$ cat src/rtl/lrs_pkg.sv
// constants and types for the refresh scheduling block
`default_nettype none
package lrs_pkg;
	localparam int NUM_BANKS = 8;
	localparam int BANK_W = 3;
	localparam logic [BANK_W-1:0] BANK_ZERO = 3'h0;
	localparam logic [BANK_W-1:0] BANK_LAST = 3'h7;
	localparam logic [BANK_W-1:0] BANK_STEP = 3'h1;
	localparam int CA_W = 10;
	localparam int CA_REF_BIT = 3;
	localparam logic [2:0] CA_REF_CODE = 3'h4;
	localparam int CNT_W = 16;
	localparam logic [CNT_W-1:0] CNT_ZERO = 16'h0000;
	localparam logic [CNT_W-1:0] CNT_ONE = 16'h0001;
	// nanosecond figures, cycle counts derived at 5 ns
	localparam int CLK_PS = 5000;
	localparam int TRFCAB_NS = 130;
	localparam int TRFCPB_NS = 60;
	localparam int TRFCAB_CYC = (TRFCAB_NS * 1000 + CLK_PS - 1) / CLK_PS;
	localparam int TRFCPB_CYC = (TRFCPB_NS * 1000 + CLK_PS - 1) / CLK_PS;
	typedef enum logic [1:0] {LRS_REF_NONE, LRS_REF_PB, LRS_REF_AB} lrs_ref_t;
endpackage
`default_nettype wire

$ cat src/rtl/lrs_ref_if.sv
// command decode results shared between the decoder and the scheduler
`default_nettype none
interface lrs_ref_if;
	logic ref_pb;
	logic ref_ab;
	logic illegal;
	modport dec (output ref_pb, output ref_ab, output illegal);
	modport sched (input ref_pb, input ref_ab, input illegal);
endinterface
`default_nettype wire

$ cat src/rtl/lrs_cmd_dec.sv
// refresh command decoder on the rising-edge half of the ca bus
`default_nettype none
module lrs_cmd_dec (
	input wire logic cs_n_i,
	input wire logic [lrs_pkg::CA_W-1:0] ca_i,
	input wire logic eight_banks_i,
	lrs_ref_if.dec ref_o
);
	wire is_ref;
	wire all_bank;
	assign is_ref = !cs_n_i && (ca_i[2:0] == lrs_pkg::CA_REF_CODE);
	assign all_bank = ca_i[lrs_pkg::CA_REF_BIT];
	assign ref_o.ref_ab = is_ref && all_bank;
	// fewer banks: per-bank pattern is flagged, never acted on
	assign ref_o.ref_pb = is_ref && !all_bank && eight_banks_i;
	assign ref_o.illegal = is_ref && !all_bank && !eight_banks_i;
endmodule
`default_nettype wire

$ cat src/rtl/lrs_refresh.sv
// per-bank refresh counter and refresh busy tracking inside the memory
`default_nettype none
module lrs_refresh (
	input wire logic sys_clk_i,
	input wire logic nrst_i,
	input wire logic ce_i,
	input wire logic cs_n_i,
	input wire logic [lrs_pkg::CA_W-1:0] ca_i,
	input wire logic eight_banks_i,
	input wire logic reset_cmd_i,
	input wire logic sr_exit_i,
	output logic [lrs_pkg::BANK_W-1:0] next_bank_o,
	output logic [lrs_pkg::NUM_BANKS-1:0] bank_busy_o,
	output logic ref_pb_o,
	output logic ref_ab_o,
	output logic ref_illegal_o,
	output logic [lrs_pkg::CNT_W-1:0] ab_count_o
);
	lrs_ref_if dec_if ();

	lrs_cmd_dec u_dec (
		.cs_n_i(cs_n_i),
		.ca_i(ca_i),
		.eight_banks_i(eight_banks_i),
		.ref_o(dec_if.dec)
	);

	logic [lrs_pkg::BANK_W-1:0] bank_ff;
	logic [lrs_pkg::CNT_W-1:0] ab_timer_ff;
	logic [lrs_pkg::CNT_W-1:0] pb_timer_ff;
	logic [lrs_pkg::BANK_W-1:0] pb_bank_ff;
	logic ref_pb_ff;
	logic ref_ab_ff;
	logic illegal_ff;
	logic [lrs_pkg::CNT_W-1:0] ab_count_ff;

	function automatic logic [lrs_pkg::CNT_W-1:0] dec_sat(input logic [lrs_pkg::CNT_W-1:0] v);
		dec_sat = (v == lrs_pkg::CNT_ZERO) ? lrs_pkg::CNT_ZERO : v - lrs_pkg::CNT_ONE;
	endfunction

	wire counter_clear;
	wire [lrs_pkg::BANK_W-1:0] bank_inc;
	wire [lrs_pkg::BANK_W-1:0] nxt_bank;
	wire [lrs_pkg::CNT_W-1:0] nxt_ab_timer;
	wire [lrs_pkg::CNT_W-1:0] nxt_pb_timer;
	wire [lrs_pkg::CNT_W-1:0] nxt_ab_count;
	wire [lrs_pkg::NUM_BANKS-1:0] pb_busy_vec;

	// clear sources take priority over a step in the same cycle
	assign counter_clear = reset_cmd_i || sr_exit_i || dec_if.ref_ab;
	assign bank_inc = (bank_ff == lrs_pkg::BANK_LAST) ? lrs_pkg::BANK_ZERO : bank_ff + lrs_pkg::BANK_STEP;
	assign nxt_bank = counter_clear ? lrs_pkg::BANK_ZERO : (dec_if.ref_pb ? bank_inc : bank_ff);
	assign nxt_ab_timer = dec_if.ref_ab ? lrs_pkg::CNT_W'(lrs_pkg::TRFCAB_CYC) : dec_sat(ab_timer_ff);
	assign nxt_pb_timer = dec_if.ref_pb ? lrs_pkg::CNT_W'(lrs_pkg::TRFCPB_CYC) : dec_sat(pb_timer_ff);
	assign nxt_ab_count = dec_if.ref_ab ? ab_count_ff + lrs_pkg::CNT_ONE : ab_count_ff;
	// only the refreshed bank is marked, others stay usable
	assign pb_busy_vec = (pb_timer_ff != lrs_pkg::CNT_ZERO) ?
		(lrs_pkg::NUM_BANKS'(1) << pb_bank_ff) : '0;

	always_ff @(posedge sys_clk_i) begin
		if (!nrst_i) begin
			bank_ff <= lrs_pkg::BANK_ZERO;
			ab_timer_ff <= lrs_pkg::CNT_ZERO;
			pb_timer_ff <= lrs_pkg::CNT_ZERO;
			pb_bank_ff <= lrs_pkg::BANK_ZERO;
			ref_pb_ff <= 1'b0;
			ref_ab_ff <= 1'b0;
			illegal_ff <= 1'b0;
			ab_count_ff <= lrs_pkg::CNT_ZERO;
		end else if (ce_i) begin
			bank_ff <= nxt_bank;
			ab_timer_ff <= nxt_ab_timer;
			pb_timer_ff <= nxt_pb_timer;
			if (dec_if.ref_pb) begin
				pb_bank_ff <= bank_ff;
			end
			ref_pb_ff <= dec_if.ref_pb;
			ref_ab_ff <= dec_if.ref_ab;
			illegal_ff <= dec_if.illegal;
			ab_count_ff <= nxt_ab_count;
		end
	end

	// all banks busy after all-bank refresh, counters freeze with ce low
	assign bank_busy_o = (ab_timer_ff != lrs_pkg::CNT_ZERO) ? '1 : pb_busy_vec;
	assign next_bank_o = bank_ff;
	assign ref_pb_o = ref_pb_ff;
	assign ref_ab_o = ref_ab_ff;
	assign ref_illegal_o = illegal_ff;
	assign ab_count_o = ab_count_ff;
endmodule
`default_nettype wire

$ cat config.mk
export PLATFORM = sky130hd
export DESIGN_NAME = lrs_refresh
export DESIGN_NICKNAME = d
export VERILOG_FILES = /design/src/rtl/lrs_pkg.sv /design/src/rtl/lrs_ref_if.sv /design/src/rtl/lrs_cmd_dec.sv /design/src/rtl/lrs_refresh.sv
export SDC_FILE = /design/constraint.sdc
export NUM_CORES = 1
export LEC_CHECK = 0
export BUFFER_PORTS_ARGS = -buffer_cell sky130_fd_sc_hd__buf_2
export CAP_MARGIN = 20
export CORE_MARGIN = 2
export CORE_UTILIZATION = 40
export DETAILED_ROUTE_END_ITERATION = 10
export GPL_ROUTABILITY_DRIVEN = 1
export PLACE_DENSITY = 0.67
export SYNTH_ARGS = -nofsm -noshare
export SYNTH_HDL_FRONTEND = slang
export SYNTH_SLANG_ARGS = --single-unit
export TNS_END_PERCENT = 50
$ cat constraint.sdc
create_clock -name sys_clk_i -period 2.25 [get_ports sys_clk_i]
set_input_delay 0.225 -clock sys_clk_i [delete_from_list [all_inputs] [get_ports sys_clk_i]]
set_output_delay 0.225 -clock sys_clk_i [all_outputs]
set_load 0.05 [all_outputs]
==> flow_results.org, run 1 <==
** Final layout
- For this run, the post-layout net count is 414.
- From synthesis to final layout, the design area changed by 22.58%.
- Of the cells placed in the final design, the portion with a size suffix greater than 1 is 0.2152.
- The top cell types in the final layout, fill and taps aside, are sky130_fd_sc_hd__dfxtp_1, sky130_fd_sc_hd__nor2_1, sky130_fd_sc_hd__nand2_1, sky130_fd_sc_hd__buf_2, sky130_fd_sc_hd__a21oi_1.
- The library cell used most frequently in the layout, excluding fill and tap cells, is sky130_fd_sc_hd__dfxtp_1.
- The number of antenna diodes in the final layout is 0.
- Post-layout utilization of the core :: 0.5057
- Count of fill cells added during filler insertion :: ~670
- Leaving out filler cells and counting taps, the final layout contains 475.

** Pwr
- Internal power :: 2.992 mW
- Portion of total power attributed to sequential cells :: 0.293
- The completed layout was analyzed and its total power is 5.073 mW.
- For this design the total switching power over the nets is about 2.1 mW.
- Power per cell area :: around 1500 nW/um^2
- IR analysis of the VDD net gives a maximum drop of 0.4390 mV.
- Of the total power, the share spent switching nets is 0.4103.
- Share of power burned in combinational logic :: 0.479
- The analysis attributes to cell leakage a power of 1.357 nW.
- Part of the total power dissipated in the clock network :: 0.228

** GRT
- For this run, the total global-route usage over all layers was measured as 0.1758.
- The number of global-route vias before repair came to 2,388.
- Antenna violations before repair :: 0
- The first global-routing pass estimated 10,720 um of wire.
- Summed over all layers, the global routing overflow is 0.
- Maximum number of pins on one net before global-route repair :: 30

** Yosys
- Of the post-synthesis cell area, the part taken by muxes is 0.01077.
- After technology mapping, the gate count stands at 340.
- The netlist uses 44 different library cells.
- Dominant combinational cell family by area after synthesis :: simple AND/OR/NAND/NOR gates
- Synth Net Count :: 364
- EDFF count, synth :: 0
- Area share of xor/xnor cells in the synthesized design :: 0.08169
- Of the total synthesized cell area, the portion taken by AND, OR, NAND and NOR gates is 0.3290.
- Each instance of the synthesized netlist takes up on average 8.199 sq um.
- Of the total synthesized cell area, the portion taken by full adders, half adders and majority gates is 0.03142.
- The compound-gate portion of the synthesized area is 0.1104.
- Leading register cell type out of synthesis :: sky130_fd_sc_hd__dfxtp_1
- For this run, the number of Yosys warnings is 0.
- Portion of the post-synthesis area used by sequential elements :: 0.4093
- Synth Cell Area :: roughly 2800 sq um
- For this run, asynchronously set or reset flops after synthesis account for 0.
- FF+latch count, synth :: 57

** Setup path
- R2R Path Start :: ab_timer_ff[0]$_SDFFE_PN0P_
- The worst setup path is of the reg2out kind.
- Largest fanout of any net on the critical path :: 6
- Kind of launch point of the worst setup path :: register
- Tracing the worst setup path back leads to its startpoint at pb_timer_ff[0]$_SDFFE_PN0P_.
- Kind of end point of the critical path :: output pin
- Data arrival time at the worst-slack endpoint :: 1.92 ns
- For the worst setup path, the data required time is around 2.0 ns.
- Number of cell instances on the worst register-to-register path :: 7

** STA
- The worst pin sits at a relative slew slack of 0.6287.
- Worst slack on hold paths :: approximately 0.19 ns
- Setup violators final :: 0
- At the pin with the least slew margin, the transition time is 0.5493 ns.
- Shortest period the worst path allows :: 2.142 ns
- The count of endpoints failing hold in the final timing report was 0.
- Max Clock Skew :: between 0.007 and 0.008 ns
- In the finished design, the share of the clock period the worst path needs comes to 0.9522.
- Fmax :: around 470 MHz
- Setup repair after global routing left no endpoint under its margin.
- Setup slack on the critical path of the routed design comes to 0.1075 ns.
- Final Max Tran Viols :: 0

** Run status
- The run finished with clean final reports.

** Die
- Starting density of the core :: 0.4126
- Number of top-level pins :: 47
- The core region is 6756 sq um.
- Y dimension of the die :: 87.48 um
- Die boundary width :: 87.48 um
- After floorplanning, the core was divided into 30 placement rows.
- The die covers roughly 7700 sq um.

** Route
- Drc violations :: 0
- For this block, the initial DRC count from the detailed router was around 160.
- The final layout contains routed wiring with a total length of 6257 um.
- The detail route stage leaves a number of antenna-violating nets equal to 0.
- Vias after detailed routing :: 2,568
- DR vias/cell :: 5.406
- For this run, the detailed router's first-pass iteration total came to 4.
- Average wire length per cell after detail routing :: 13.17 um

** Place
- Last weighted congestion value of the routability-driven placer :: 0.8313
- Placement-stage worst setup slack :: ~0.21 ns
- During placement, the flow inserted port buffers numbering 40.
- Detailed Place HPWL :: 4521 um
- Inst Count DP :: 459

** Clock network
- Clock transition at the register clock pins on the worst setup and hold paths after CTS :: 0.06 ns
- The later pin in the worst-skew pair is clocked with a latency of 0.33 ns.
- H-tree depth :: 3
- The longest clock path from root to sink contains 2 buffers.
- Counting every sink on the clock net gives 57.
- Clock tree from TritonCTS :: done
- Buffers inserted to repair hold after CTS numbered 0.
- Root buffer selected by CTS :: sky130_fd_sc_hd__clkbuf_8
- Buffers added to address setup during post-CTS repair amount to 0.
- TritonCTS created 9 clock buffers.

** Worst hold path
- Startpoint of the worst hold path :: eight_banks_i
- The min-delay analysis places its worst path in the category in2reg.
- The worst hold path passes through 3 cells.

** Run
- Max_cap viols :: 0
==> logic make-up (layout without fill, tap and decap cells) <==
logic type / Yosys count / count (layout)
fa+ha+maj: 7 / 7
compound gates: 55 / 55
buf+inv: 19 / 74
mux: 3 / 3
flops: 57 / 57
simple gates: 173 / 173
xor+xnor: 26 / 26
==> sequential cells by signal, indices dropped and copies added, names as in the netlist <==
name / flops
ab_count_o: 16
ab_timer_ff: 16
next_bank_o: 3
pb_bank_ff: 3
pb_timer_ff: 16
ref_ab_o: 1
ref_illegal_o: 1
ref_pb_o: 1
==> power groups by stage <==
| stage | clock network [mW] | registers [mW] | logic (mW) |
|---|---|---|---|
| after global routing | 1.24 | 1.52 | 2.70 |
| after global placement | 0 | 1.49 | 2.22 |
| after detailed placement | 0 | 1.50 | 2.24 |
| final | 1.16 | 1.49 | 2.43 |
| after floorplan | 0 | 1.51 | 2.09 |
| after CTS | 1.18 | 1.48 | 2.32 |
==> stage by stage <==
step	TNS, ns	cell area, sq um
finish	0	3417
global route	0	3417
CTS	0	3386
detailed placement	0	3126
global placement	0	3126
floorplan	-1.709	2793
==> area by class of cell <==
class / instances / area, sq um / area share
clock buffers: 10 / 137.6 / 0.04028
clock inverters: 6 / 105.1 / 0.03076
inverters: 7 / 26.28 / 0.007689
multi-input cells: 264 / 1595 / 0.4669
flip-flops and latches: 57 / 1142 / 0.3343
well taps: 80 / 100.1 / 0.02929
repair buffers: 51 / 310.3 / 0.09081
==> layer usage <==
layer | GRT usage | vias up | share of wire
li1 | - | 1314 | -
met3 | 0.04076 | 7 | 0.046
met4 | 0.07832 | 0 | 0.013
met1 | 0.2331 | 1186 | 0.50
met5 | 0 | - | 0
met2 | 0.2713 | 61 | 0.44
==> synth_stat cells, drive strengths merged, types with 9 or more instances <==
cell	n	share of area
nor2	47	0.063
a21oi	23	0.041
nand2	40	0.057
o21ai	17	0.031
nand4	9	0.020
nor3	13	0.023
nor4	10	0.025
nand3	13	0.023
xor2	13	0.041
dfxtp	57	0.41
xnor2	13	0.041
==> timing repair <==
item | 4_1_cts | 5_1_grt
pin swaps | 1 | 1
gates resized for setup | 8 | 15
setup endpoints to repair | 8 | 8
endpoints found under the hold margin | 0 | 0
cloned | 0 | 0
==> critical path: stages, from the launching register on <==
cell and delay, ns:
sky130_fd_sc_hd__dfxtp_2 0.33, sky130_fd_sc_hd__inv_1 0.06, sky130_fd_sc_hd__ha_1 0.19, sky130_fd_sc_hd__nor4b_1 0.13, sky130_fd_sc_hd__and4_4 0.22, sky130_fd_sc_hd__or2_4 0.25, sky130_fd_sc_hd__o21ai_0 0.17, sky130_fd_sc_hd__buf_4 0.22
==> final timing paths <==
path	endpoint	slack (ns)
min reg2reg	pb_timer_ff[6]$_SDFFE_PN0P_	0.45
min	ref_illegal_o$_SDFFE_PN0P_	0.19
max reg2reg	ab_timer_ff[14]$_SDFFE_PN0P_	0.31
max	bank_busy_o[6]	0.11
Power figures use the tool's default switching activity.
==> inputs of run 2 (changes only) <==
--- a/config.mk
+++ b/config.mk
@@ -16,2 +16,3 @@
 export SYNTH_HDL_FRONTEND = slang
+export SYNTH_HIERARCHICAL = 1
 export SYNTH_SLANG_ARGS = --single-unit
--- a/constraint.sdc
+++ b/constraint.sdc
@@ -3,2 +3,2 @@
 set_output_delay 0.225 -clock sys_clk_i [all_outputs]
-set_load 0.05 [all_outputs]
+set_load 0.02 [all_outputs]
==> run 2 against run 1 <==
Clock skew shrank 0.0016 ns; register-to-register slack is essentially flat; sequential share of layout area shrank 2.7 points; synthesized cell count grew 5.3%; hold slack gained 0.058 ns; die area grew 9.5%; critical path depth shrank 1; critical path type unchanged; critical endpoint is now bank_busy_o[0]; highest routed layer unchanged.
==> flow_results.org, run 2 <==
** Final layout
- The library cell used most frequently in the layout, excluding fill and tap cells, is sky130_fd_sc_hd__dfxtp_1.
- Layout cells sized above 1 :: 0.2584
- At the end of the flow the core is filled with cells to 0.5086.
- In the final layout, the multi-input gates occupy 1856 sq um.
- Register area :: 1146 sq um
- In the layout the commonest cells are sky130_fd_sc_hd__dfxtp_1, sky130_fd_sc_hd__buf_2, sky130_fd_sc_hd__nor2_1, sky130_fd_sc_hd__nand2_1, sky130_fd_sc_hd__a21oi_1.
- Compared with the post-synthesis result, the final layout area differs by 21.68%.
- Counting the fill cells in the layout gives 690.
- 0 antenna diodes ended up in the layout.
- Cell area after layout :: between 3000 and 4000 sq um
- The final layout contains 437 nets.

** Pwr
- For this design the static power due to leakage is roughly 1.4 nW.
- Of the total power, registers draw 0.300.
- Pwr Total :: 5.169 mW
- Switching Fraction :: 0.4239
- Internal power :: 2.978 mW
- Of the total power, combinational logic draws 0.532.
- The analysis attributes to net switching a power of 2.191 mW.
- In this run the power density over the cells is 1386 nW/um^2.
- Part of the total power dissipated in the clock network :: 0.168
- Max VDD drop :: around 0.42 mV

** GRT
- Summed over all layers, the global routing overflow is 0.
- The number of global-route vias before repair is 2,756.
- Global routing usage summed across all routing layers :: 0.1896
- The first global-routing pass estimated 12,920 um of wire.
- In the global route stage, met2 resource usage came out at 0.2966.
- Entering global routing, the biggest net connects 19 pins.
- For this run, global-route usage on met3 was measured as 0.05311.
- Fraction of met1 tracks used by global routing :: 0.2514
- The initial antenna violation count came to 0.
- GRT Max-Usage Layer :: met2

** STA
- Setup violators final :: 0
- Shortest period the worst path allows :: 2.173 ns
- The count of endpoints failing hold in the final timing report came to 0.
- In the finished design, the share of the clock period the worst path needs comes to 0.9658.
- Fmax :: 460.2 MHz
- Final Max Tran Viols :: 0
- Least-Margin Pin Slew :: 0.5324 ns
- Setup slack on the critical path of the routed design comes to 0.07703 ns.
- Setup repair after global routing could not meet its margin everywhere.
- Between clock sinks in the finished design, the worst skew comes to ~0.0063 ns.
- In this run the tightest slew margin relative to its limit is 0.6404.
- Adding up every negative setup slack in the final design gives 0 ns.

** Die
- Y dimension of the die :: 91.53 um
- Area inside the core boundary :: roughly 7300 sq um
- In this run the horizontal extent of the chip is 91.53 um.
- Row count :: 31
- For this configuration, the core starts out at a cell density of 0.4180.
- Number of top-level pins :: 47
- The floorplan step defined a die boundary enclosing 8377 sq um.

** Route
- The first detailed-routing pass took 4 iterations.
- Antenna-violating nets left :: 0
- The routed design has 7223 um of wire.
- Drc violations :: 0
- Average wire length per cell after detail routing :: 13.97 um
- Number of DRC markers in iteration 0 :: slightly below 200
- Using the TritonRoute via totals, the vias-per-cell ratio works out to 5.478.
- Vias after detailed routing :: 2,832

** Setup path
- Most frequent CP cell :: sky130_fd_sc_hd__nor4_4
- The endpoint identified for the worst register-to-register timing path is ab_timer_ff[8]$_SDFFE_PN0P_.
- Along the worst path, the maximum fanout reaches 8.
- By startpoint and endpoint, the worst setup path is classified as reg2out.
- At the worst endpoint, the arrival time is 1.95 ns.
- R2R Path Start :: ab_timer_ff[0]$_SDFFE_PN0P_
- The signal on the critical path passes through nor4_4, nand4_4, nor4_4, buf_6, o31ai_1, buf_2.
- Crit path max-delay cell type :: sky130_fd_sc_hd__nor4_4
- On the worst path, the slowest cell contributes a delay of 0.41 ns.
- In this run the register-to-register setup slack is 0.32 ns.
- Kind of launch point of the worst setup path :: register
- Critical path required time :: 2.03 ns
- Number of cell instances on the worst register-to-register path :: 7
- Kind of end point of the critical path :: output pin
- Following the worst setup path forward leads to its endpoint at bank_busy_o[0].
- Tracing the worst setup path back leads to its startpoint at ab_timer_ff[10]$_SDFFE_PN0P_.

** Clock network
- In this run the clock root is driven by a sky130_fd_sc_hd__clkbuf_8.
- CTS saw 57 sinks.
- Clock tree synthesis inserted a total of 9 buffers.
- For the worst-skew pair, the clock arrives at the later sink with an insertion delay of 0.33 ns.
- Clock transition at the register clock pins on the worst setup and hold paths after CTS :: 0.07 ns
- Clock tree from TritonCTS :: done
- Hold repair after CTS inserted 0 buffers.
- Buffer depth of the longest clock path :: 2
- H-tree depth :: 3

** Yosys
- Of the post-synthesis cell area, the dominant cell type holds 0.3724.
- Portion of the post-synthesis area used by sequential elements :: 0.3724
- Synth area leader :: sky130_fd_sc_hd__dfxtp_1
- Leading register cell type out of synthesis :: sky130_fd_sc_hd__dfxtp_1
- Synth Cell Area :: 3064 sq um
- The Yosys step of the flow raised 6 warnings.
- The number of nets handed over by synthesis was 382.
- Average size of a mapped cell :: between 8 and 9 sq um
- Count of unique library cells instantiated by Yosys :: 56
- Commonest cells post-synth :: sky130_fd_sc_hd__dfxtp_1, sky130_fd_sc_hd__nor2_1, sky130_fd_sc_hd__nand2_1, sky130_fd_sc_hd__a21oi_1
- The cell count after synthesis came out at 358.
- Counting flops with an async set or reset pin after synthesis yields a share of 0.
- Yosys instantiated no cell more often than sky130_fd_sc_hd__dfxtp_1.
- Yosys mapped a number of flops with a built-in enable equal to 0.
- Synthesis inferred 57 register bits.
- Dominant cells by area after synthesis :: sky130_fd_sc_hd__dfxtp_1, sky130_fd_sc_hd__nor2_1, sky130_fd_sc_hd__xnor2_1, sky130_fd_sc_hd__a21oi_1, sky130_fd_sc_hd__nand2_1

** Place
- Timing analysis after detailed placement gives a worst setup slack of about 0.18 ns.
- Detailed Place HPWL :: 5120 um
- Standard cell area after detailed placement :: roughly 3400 sq um
- Port Buffers :: 40
- At the end of routability-driven placement, the weighted congestion stood at between 0.8 and 0.9.

** Worst hold path
- Class of the tightest hold or removal check :: in2reg

** Run
- Across the run, the number of max-cap violations was 0.

** Run status
- The run finished with clean final reports.
-- run 2: kinds of logic (layout without fill, tap and decap cells) --
kind of cell / after synthesis / count (layout) / synth area share
AOI/OAI and AO/OA: 67 / 67 / 0.1352
xor gates and xnor gates: 23 / 23 / 0.06574
adders and majority gates: 7 / 7 / 0.02858
buffers and inverters: 29 / 89 / 0.04124
DFF: 57 / 57 / 0.3724
muxes: 6 / 6 / 0.01960
and+or+nand+nor: 169 / 169 / 0.3373
-- run 2: worst min path at each step --
stage,from,end,slack [ns],cells past startpoint
6_report,eight_banks_i,ref_illegal_o$_SDFFE_PN0P_,0.25,4
5_1_grt,nrst_i,ab_timer_ff[3]$_SDFFE_PN0P_,0.29,2
4_1_cts,eight_banks_i,ref_illegal_o$_SDFFE_PN0P_,0.25,4
3_5_place_dp,pb_bank_ff[2]$_SDFFE_PN0P_,pb_bank_ff[2]$_SDFFE_PN0P_,0.46,2
3_3_place_gp,ab_count_o[15]$_SDFFE_PN0P_,ab_count_o[15]$_SDFFE_PN0P_,0.45,2
2_1_floorplan,pb_bank_ff[2]$_SDFFE_PN0P_,pb_bank_ff[2]$_SDFFE_PN0P_,0.44,2
-- run 2: power groups by stage --
| stage | clock network [mW] | logic [mW] | registers [mW] |
|---|---|---|---|
| after detailed placement | 0 | 2.36 | 1.54 |
| after floorplan | 0 | 1.84 | 1.47 |
| final | 0.869 | 2.75 | 1.55 |
| after CTS | 0.889 | 2.39 | 1.53 |
| after global routing | 0.950 | 3.02 | 1.59 |
| after global placement | 0 | 2.32 | 1.54 |
-- run 2: layout make-up --
class                           count  share of cell area
Clock inverter                      5            0.008054
Timing Repair Buffer               61              0.1010
Inverter                           12             0.01208
Sequential cell                    57              0.3074
Clock buffer                       11             0.04060
Tap cell                           99             0.03322
Multi-Input combinational cell    272              0.4977
-- run 2: layer usage --
layer  up-vias  share of wire
li1       1415              -
met3         6          0.052
met2        77           0.45
met1      1334           0.48
met4         0          0.011
met5         -              0
-- run 2: worst max-delay path, delay by kind of cell, from the launching register on --
family	cells	cell delay, ns
AO/OA/AOI/OAI	1	0.07
buffers and inverters	2	0.33
AND/OR/NAND/NOR	3	0.86
flip-flops	1	0.36
-- run 2: timing repair --
action | CTS | global route
resized for setup | 1 | 22
setup buffers | 0 | 3
setup endpoints to repair | 8 | 8
pin swaps | 1 | 4
-- run 2: metrics by stage --
step | std cells | hold slack (ns)
global placement | 498 | 0.4508
finish | 517 | 0.2475
global route | 517 | 0.2891
detailed placement | 498 | 0.4590
floorplan | 358 | 0.4445
CTS | 514 | 0.2452
==> inputs of run 3 (changes only) <==
--- a/config.mk
+++ b/config.mk
@@ -10,6 +10,7 @@
 export CORE_MARGIN = 2
-export CORE_UTILIZATION = 40
+export CORE_UTILIZATION = 25
 export DETAILED_ROUTE_END_ITERATION = 10
 export GPL_ROUTABILITY_DRIVEN = 1
-export PLACE_DENSITY = 0.67
+export PLACE_DENSITY = 0.49
+export SLEW_MARGIN = 10
 export SYNTH_ARGS = -nofsm -noshare
==> constraint.sdc (replaced) <==
create_clock -name sys_clk_i -period 2.25 [get_ports sys_clk_i]
set_input_delay 0.45 -clock sys_clk_i [delete_from_list [all_inputs] [get_ports sys_clk_i]]
set_output_delay 0.45 -clock sys_clk_i [all_outputs]
set_load 0.02 [all_outputs]
==> run 3 against run 2 <==
The flow now finishes with violations (setup timing); die area up 57%; maximum frequency down 3.5%; register-to-register slack better by 0.14 ns; hold slack better by 0.20 ns; design area up 7.0%; core utilization down 18 points; final cell count up 11%.
==> flow_results.org, run 3 (synthesized netlist as in run 2, its figures left out) <==
** Die
- For this configuration, the core starts out at a cell density of 0.2551.
- Die boundary width :: 114.7 um
- In this run the count of I/O pins placed on the die edge is 47.
- In this run the standard cell core region covers 12,010 sq um.
- Row count :: 40
- Y dimension of the die :: 114.7 um
- Overall die area :: 13,160 sq um

** GRT
- Antenna violations before repair :: 0
- Global routing finished with a remaining overflow of 0.
- Entering global routing, the biggest net connects 19 pins.
- The number of global-route vias before repair is approximately 2.7k.
- Global-route wire length before repair :: 13,010 um
- Global routing usage summed across all routing layers :: 0.1245

** STA
- PnR worst setup slack :: -0.001501 ns
- The count of pins over their slew limit is 0.
- Share of the clock period used by the worst path after layout :: 1.001
- Aggregate negative setup slack :: -0.001501 ns
- Count of endpoints failing hold in the final timing report :: 0
- At the pin with the least slew margin, the transition time is approximately 0.55 ns.
- Setup violations remaining at the end of the flow were counted as 1.
- Across the routed clock network, the largest skew measured is 0.004629 ns.
- RSZ-0062 raised after global routing :: true
- For this run, the top clock speed supported by timing is 444.1 MHz.
- Rel. slew slack :: 0.6254
- Counting I/O delays and the setup requirement, the final critical path takes 2.252 ns.

** Setup path
- STA puts the critical path data required time at around 1.8 ns.
- R2R Path Start :: pb_timer_ff[7]$_SDFFE_PN0P_
- Crit path max-delay cell type :: sky130_fd_sc_hd__nor4_1
- Largest fanout of any net on the critical path :: 7
- The critical path in this run is classified as reg2out.
- Tracing the worst setup path back leads to its startpoint at pb_timer_ff[7]$_SDFFE_PN0P_.
- Data arrives at the worst endpoint at 1.80 ns.
- Kind of launch point of the worst setup path :: register
- The critical path goes through nor4_1, nand4_4, nand2_2, o21ai_0, buf_2.
- Crit path largest cell delay :: 0.48 ns
- The worst setup path is captured at an output pin.

** Place
- Counting tap cells, the placed design contains a total of 557 instances.
- Detailed Place HPWL :: 5608 um
- During placement, the flow inserted port buffers numbering 40.
- Routability-driven placement finished with a final weighted congestion of 0.7580.

** Route
- In this run, the number of DRC markers left after iteration 0 of detailed routing was 125.
- DR vias/cell :: 4.948
- Aggregate routed wire length :: between 7000 and 8000 um
- Antenna-violating nets left :: 0
- The first detailed-routing pass took 4 iterations.
- After detailed routing, the average wire length per cell comes to 13.55 um.
- Vias after detailed routing :: 2,850
- In the routed design, unresolved DRC markers number 0.

** Pwr
- Pleak :: 1.537 nW
- Pwr Total :: 5.749 mW
- Max VDD drop :: 0.3503 mV
- Power per cell area :: about 1400 nW/um^2

** Final layout
- Of the cells placed in the final design, the portion with a size suffix greater than 1 is 0.2774.
- Register area :: 1145 sq um
- The number of antenna diodes in the final layout is 0.
- After the flow finishes, the layout carries non-filler instances totaling 576.
- Count of fill cells added during filler insertion :: ~1.3k
- For this run, the post-layout net count is 448.
- The multi-input combinational cells in the finished layout cover a total of 1836 sq um.
- The library cell used most frequently in the layout, excluding fill and tap cells, is sky130_fd_sc_hd__dfxtp_1.
- Most frequent cells in the layout :: sky130_fd_sc_hd__dfxtp_1, sky130_fd_sc_hd__buf_2, sky130_fd_sc_hd__nor2_1, sky130_fd_sc_hd__buf_4, sky130_fd_sc_hd__nand2_1
- Area growth from synthesis to final layout :: 30.22%

** Worst hold path
- The startpoint identified for the worst hold timing path is ce_i.
- Class of the tightest hold or removal check :: in2reg

** Clock network
- After clock tree synthesis, the clock-pin slew on the worst setup and hold paths is approximately 0.050 ns.
- The later pin in the worst-skew pair is clocked with a latency of 0.32 ns.
- The tree built by TritonCTS fans out to 57 sinks.
- The clock passes through at most 2 buffers.
- Clock tree from TritonCTS :: done
- Root buffer selected by CTS :: sky130_fd_sc_hd__clkbuf_16
- TritonCTS Buffers :: 9
- H-tree depth :: 3

** Run status
- The checks that failed: setup timing.
- The run finished, with violations left.

** Run
- Max_cap viols :: 0
==> run 3: cell types whose count changed in the layout (fill, tap and decap cells not counted), moves of 2 or more <==
cell                         previous run  this run
sky130_fd_sc_hd__dfxtp_2                1         3
sky130_fd_sc_hd__o21ai_0               14        16
sky130_fd_sc_hd__o21ai_2                3         1
sky130_fd_sc_hd__clkinv_2               3         1
sky130_fd_sc_hd__buf_4                 21        32
sky130_fd_sc_hd__clkinvlp_4             2         0
sky130_fd_sc_hd__clkbuf_8              11         3
sky130_fd_sc_hd__clkbuf_16              0         9
sky130_fd_sc_hd__buf_6                  3         0
sky130_fd_sc_hd__bufinv_16              0         2
sky130_fd_sc_hd__buf_2                 37        40
==> run 3: per-stage QoR <==
stage	hold slack (ns)	cell area (sq um)	utilization	setup slack, ns
2_1_floorplan	0.4445	3064	-	0.1382
5_1_grt	0.4619	3990	0.3322	-0.1373
6_report	0.4427	3990	0.3322	-0.001501
3_5_place_dp	0.4556	3585	0.2984	-0.004896
3_3_place_gp	0.4511	3585	0.2984	0.004359
4_1_cts	0.4323	3955	0.3293	0.002885
==> run 3: per-layer routing <==
| metal | wire length (um) | track usage | vias to the layer above |
|---|---|---|---|
| met5 | 0 | 0 | - |
| met1 | 3863 | 0.1614 | 1331 |
| met3 | 364 | 0.03653 | 7 |
| met2 | 3481 | 0.1964 | 72 |
| met4 | 93 | 0.04659 | 0 |
| li1 | - | - | 1440 |
==> run 3: final timing paths <==
check                                endpoint  slack (ns)  depth (start not counted)
setup / recovery               bank_busy_o[6]      -0.002                          5
hold reg to reg   ab_count_o[15]$_SDFFE_PN0P_        0.46                          2
setup reg to reg  pb_timer_ff[7]$_SDFFE_PN0P_        0.46                          5
hold / removal    ab_timer_ff[0]$_SDFFE_PN0P_        0.44                          3
==> run 3: layout make-up <==
cell class	instances	area share
well taps	147	0.04610
clock inverters	4	0.01850
repair buffers	72	0.1104
clock buffers	12	0.06679
inverters	12	0.01129
multi-input cells	272	0.4600
flip-flops and latches	57	0.2869
==> run 3: report_power, final <==
part | internal, mW | switching (mW) | leakage [nW]
clock | 1.06 | 0.475 | 0.169
combinational | 1.24 | 1.44 | 0.904
sequential | 1.24 | 0.300 | 0.465
==> run 3: what timing repair did <==
| item | CTS | global route |
|---|---|---|
| buffers inserted | 2 | 1 |
| resized for setup | 3 | 9 |
| setup endpoints to repair | 8 | 8 |
| hold buffers | 0 | 0 |
| pin swaps | 3 | 3 |
==> run 3: critical path, delay by kind of cell (launching register included) <==
| kind | cells | cell delay (ns) |
|---|---|---|
| buffers and inverters | 1 | 0.16 |
| AOI/OAI and AO/OA | 1 | 0.09 |
| and+or+nand+nor | 3 | 0.84 |
| DFF | 1 | 0.37 |
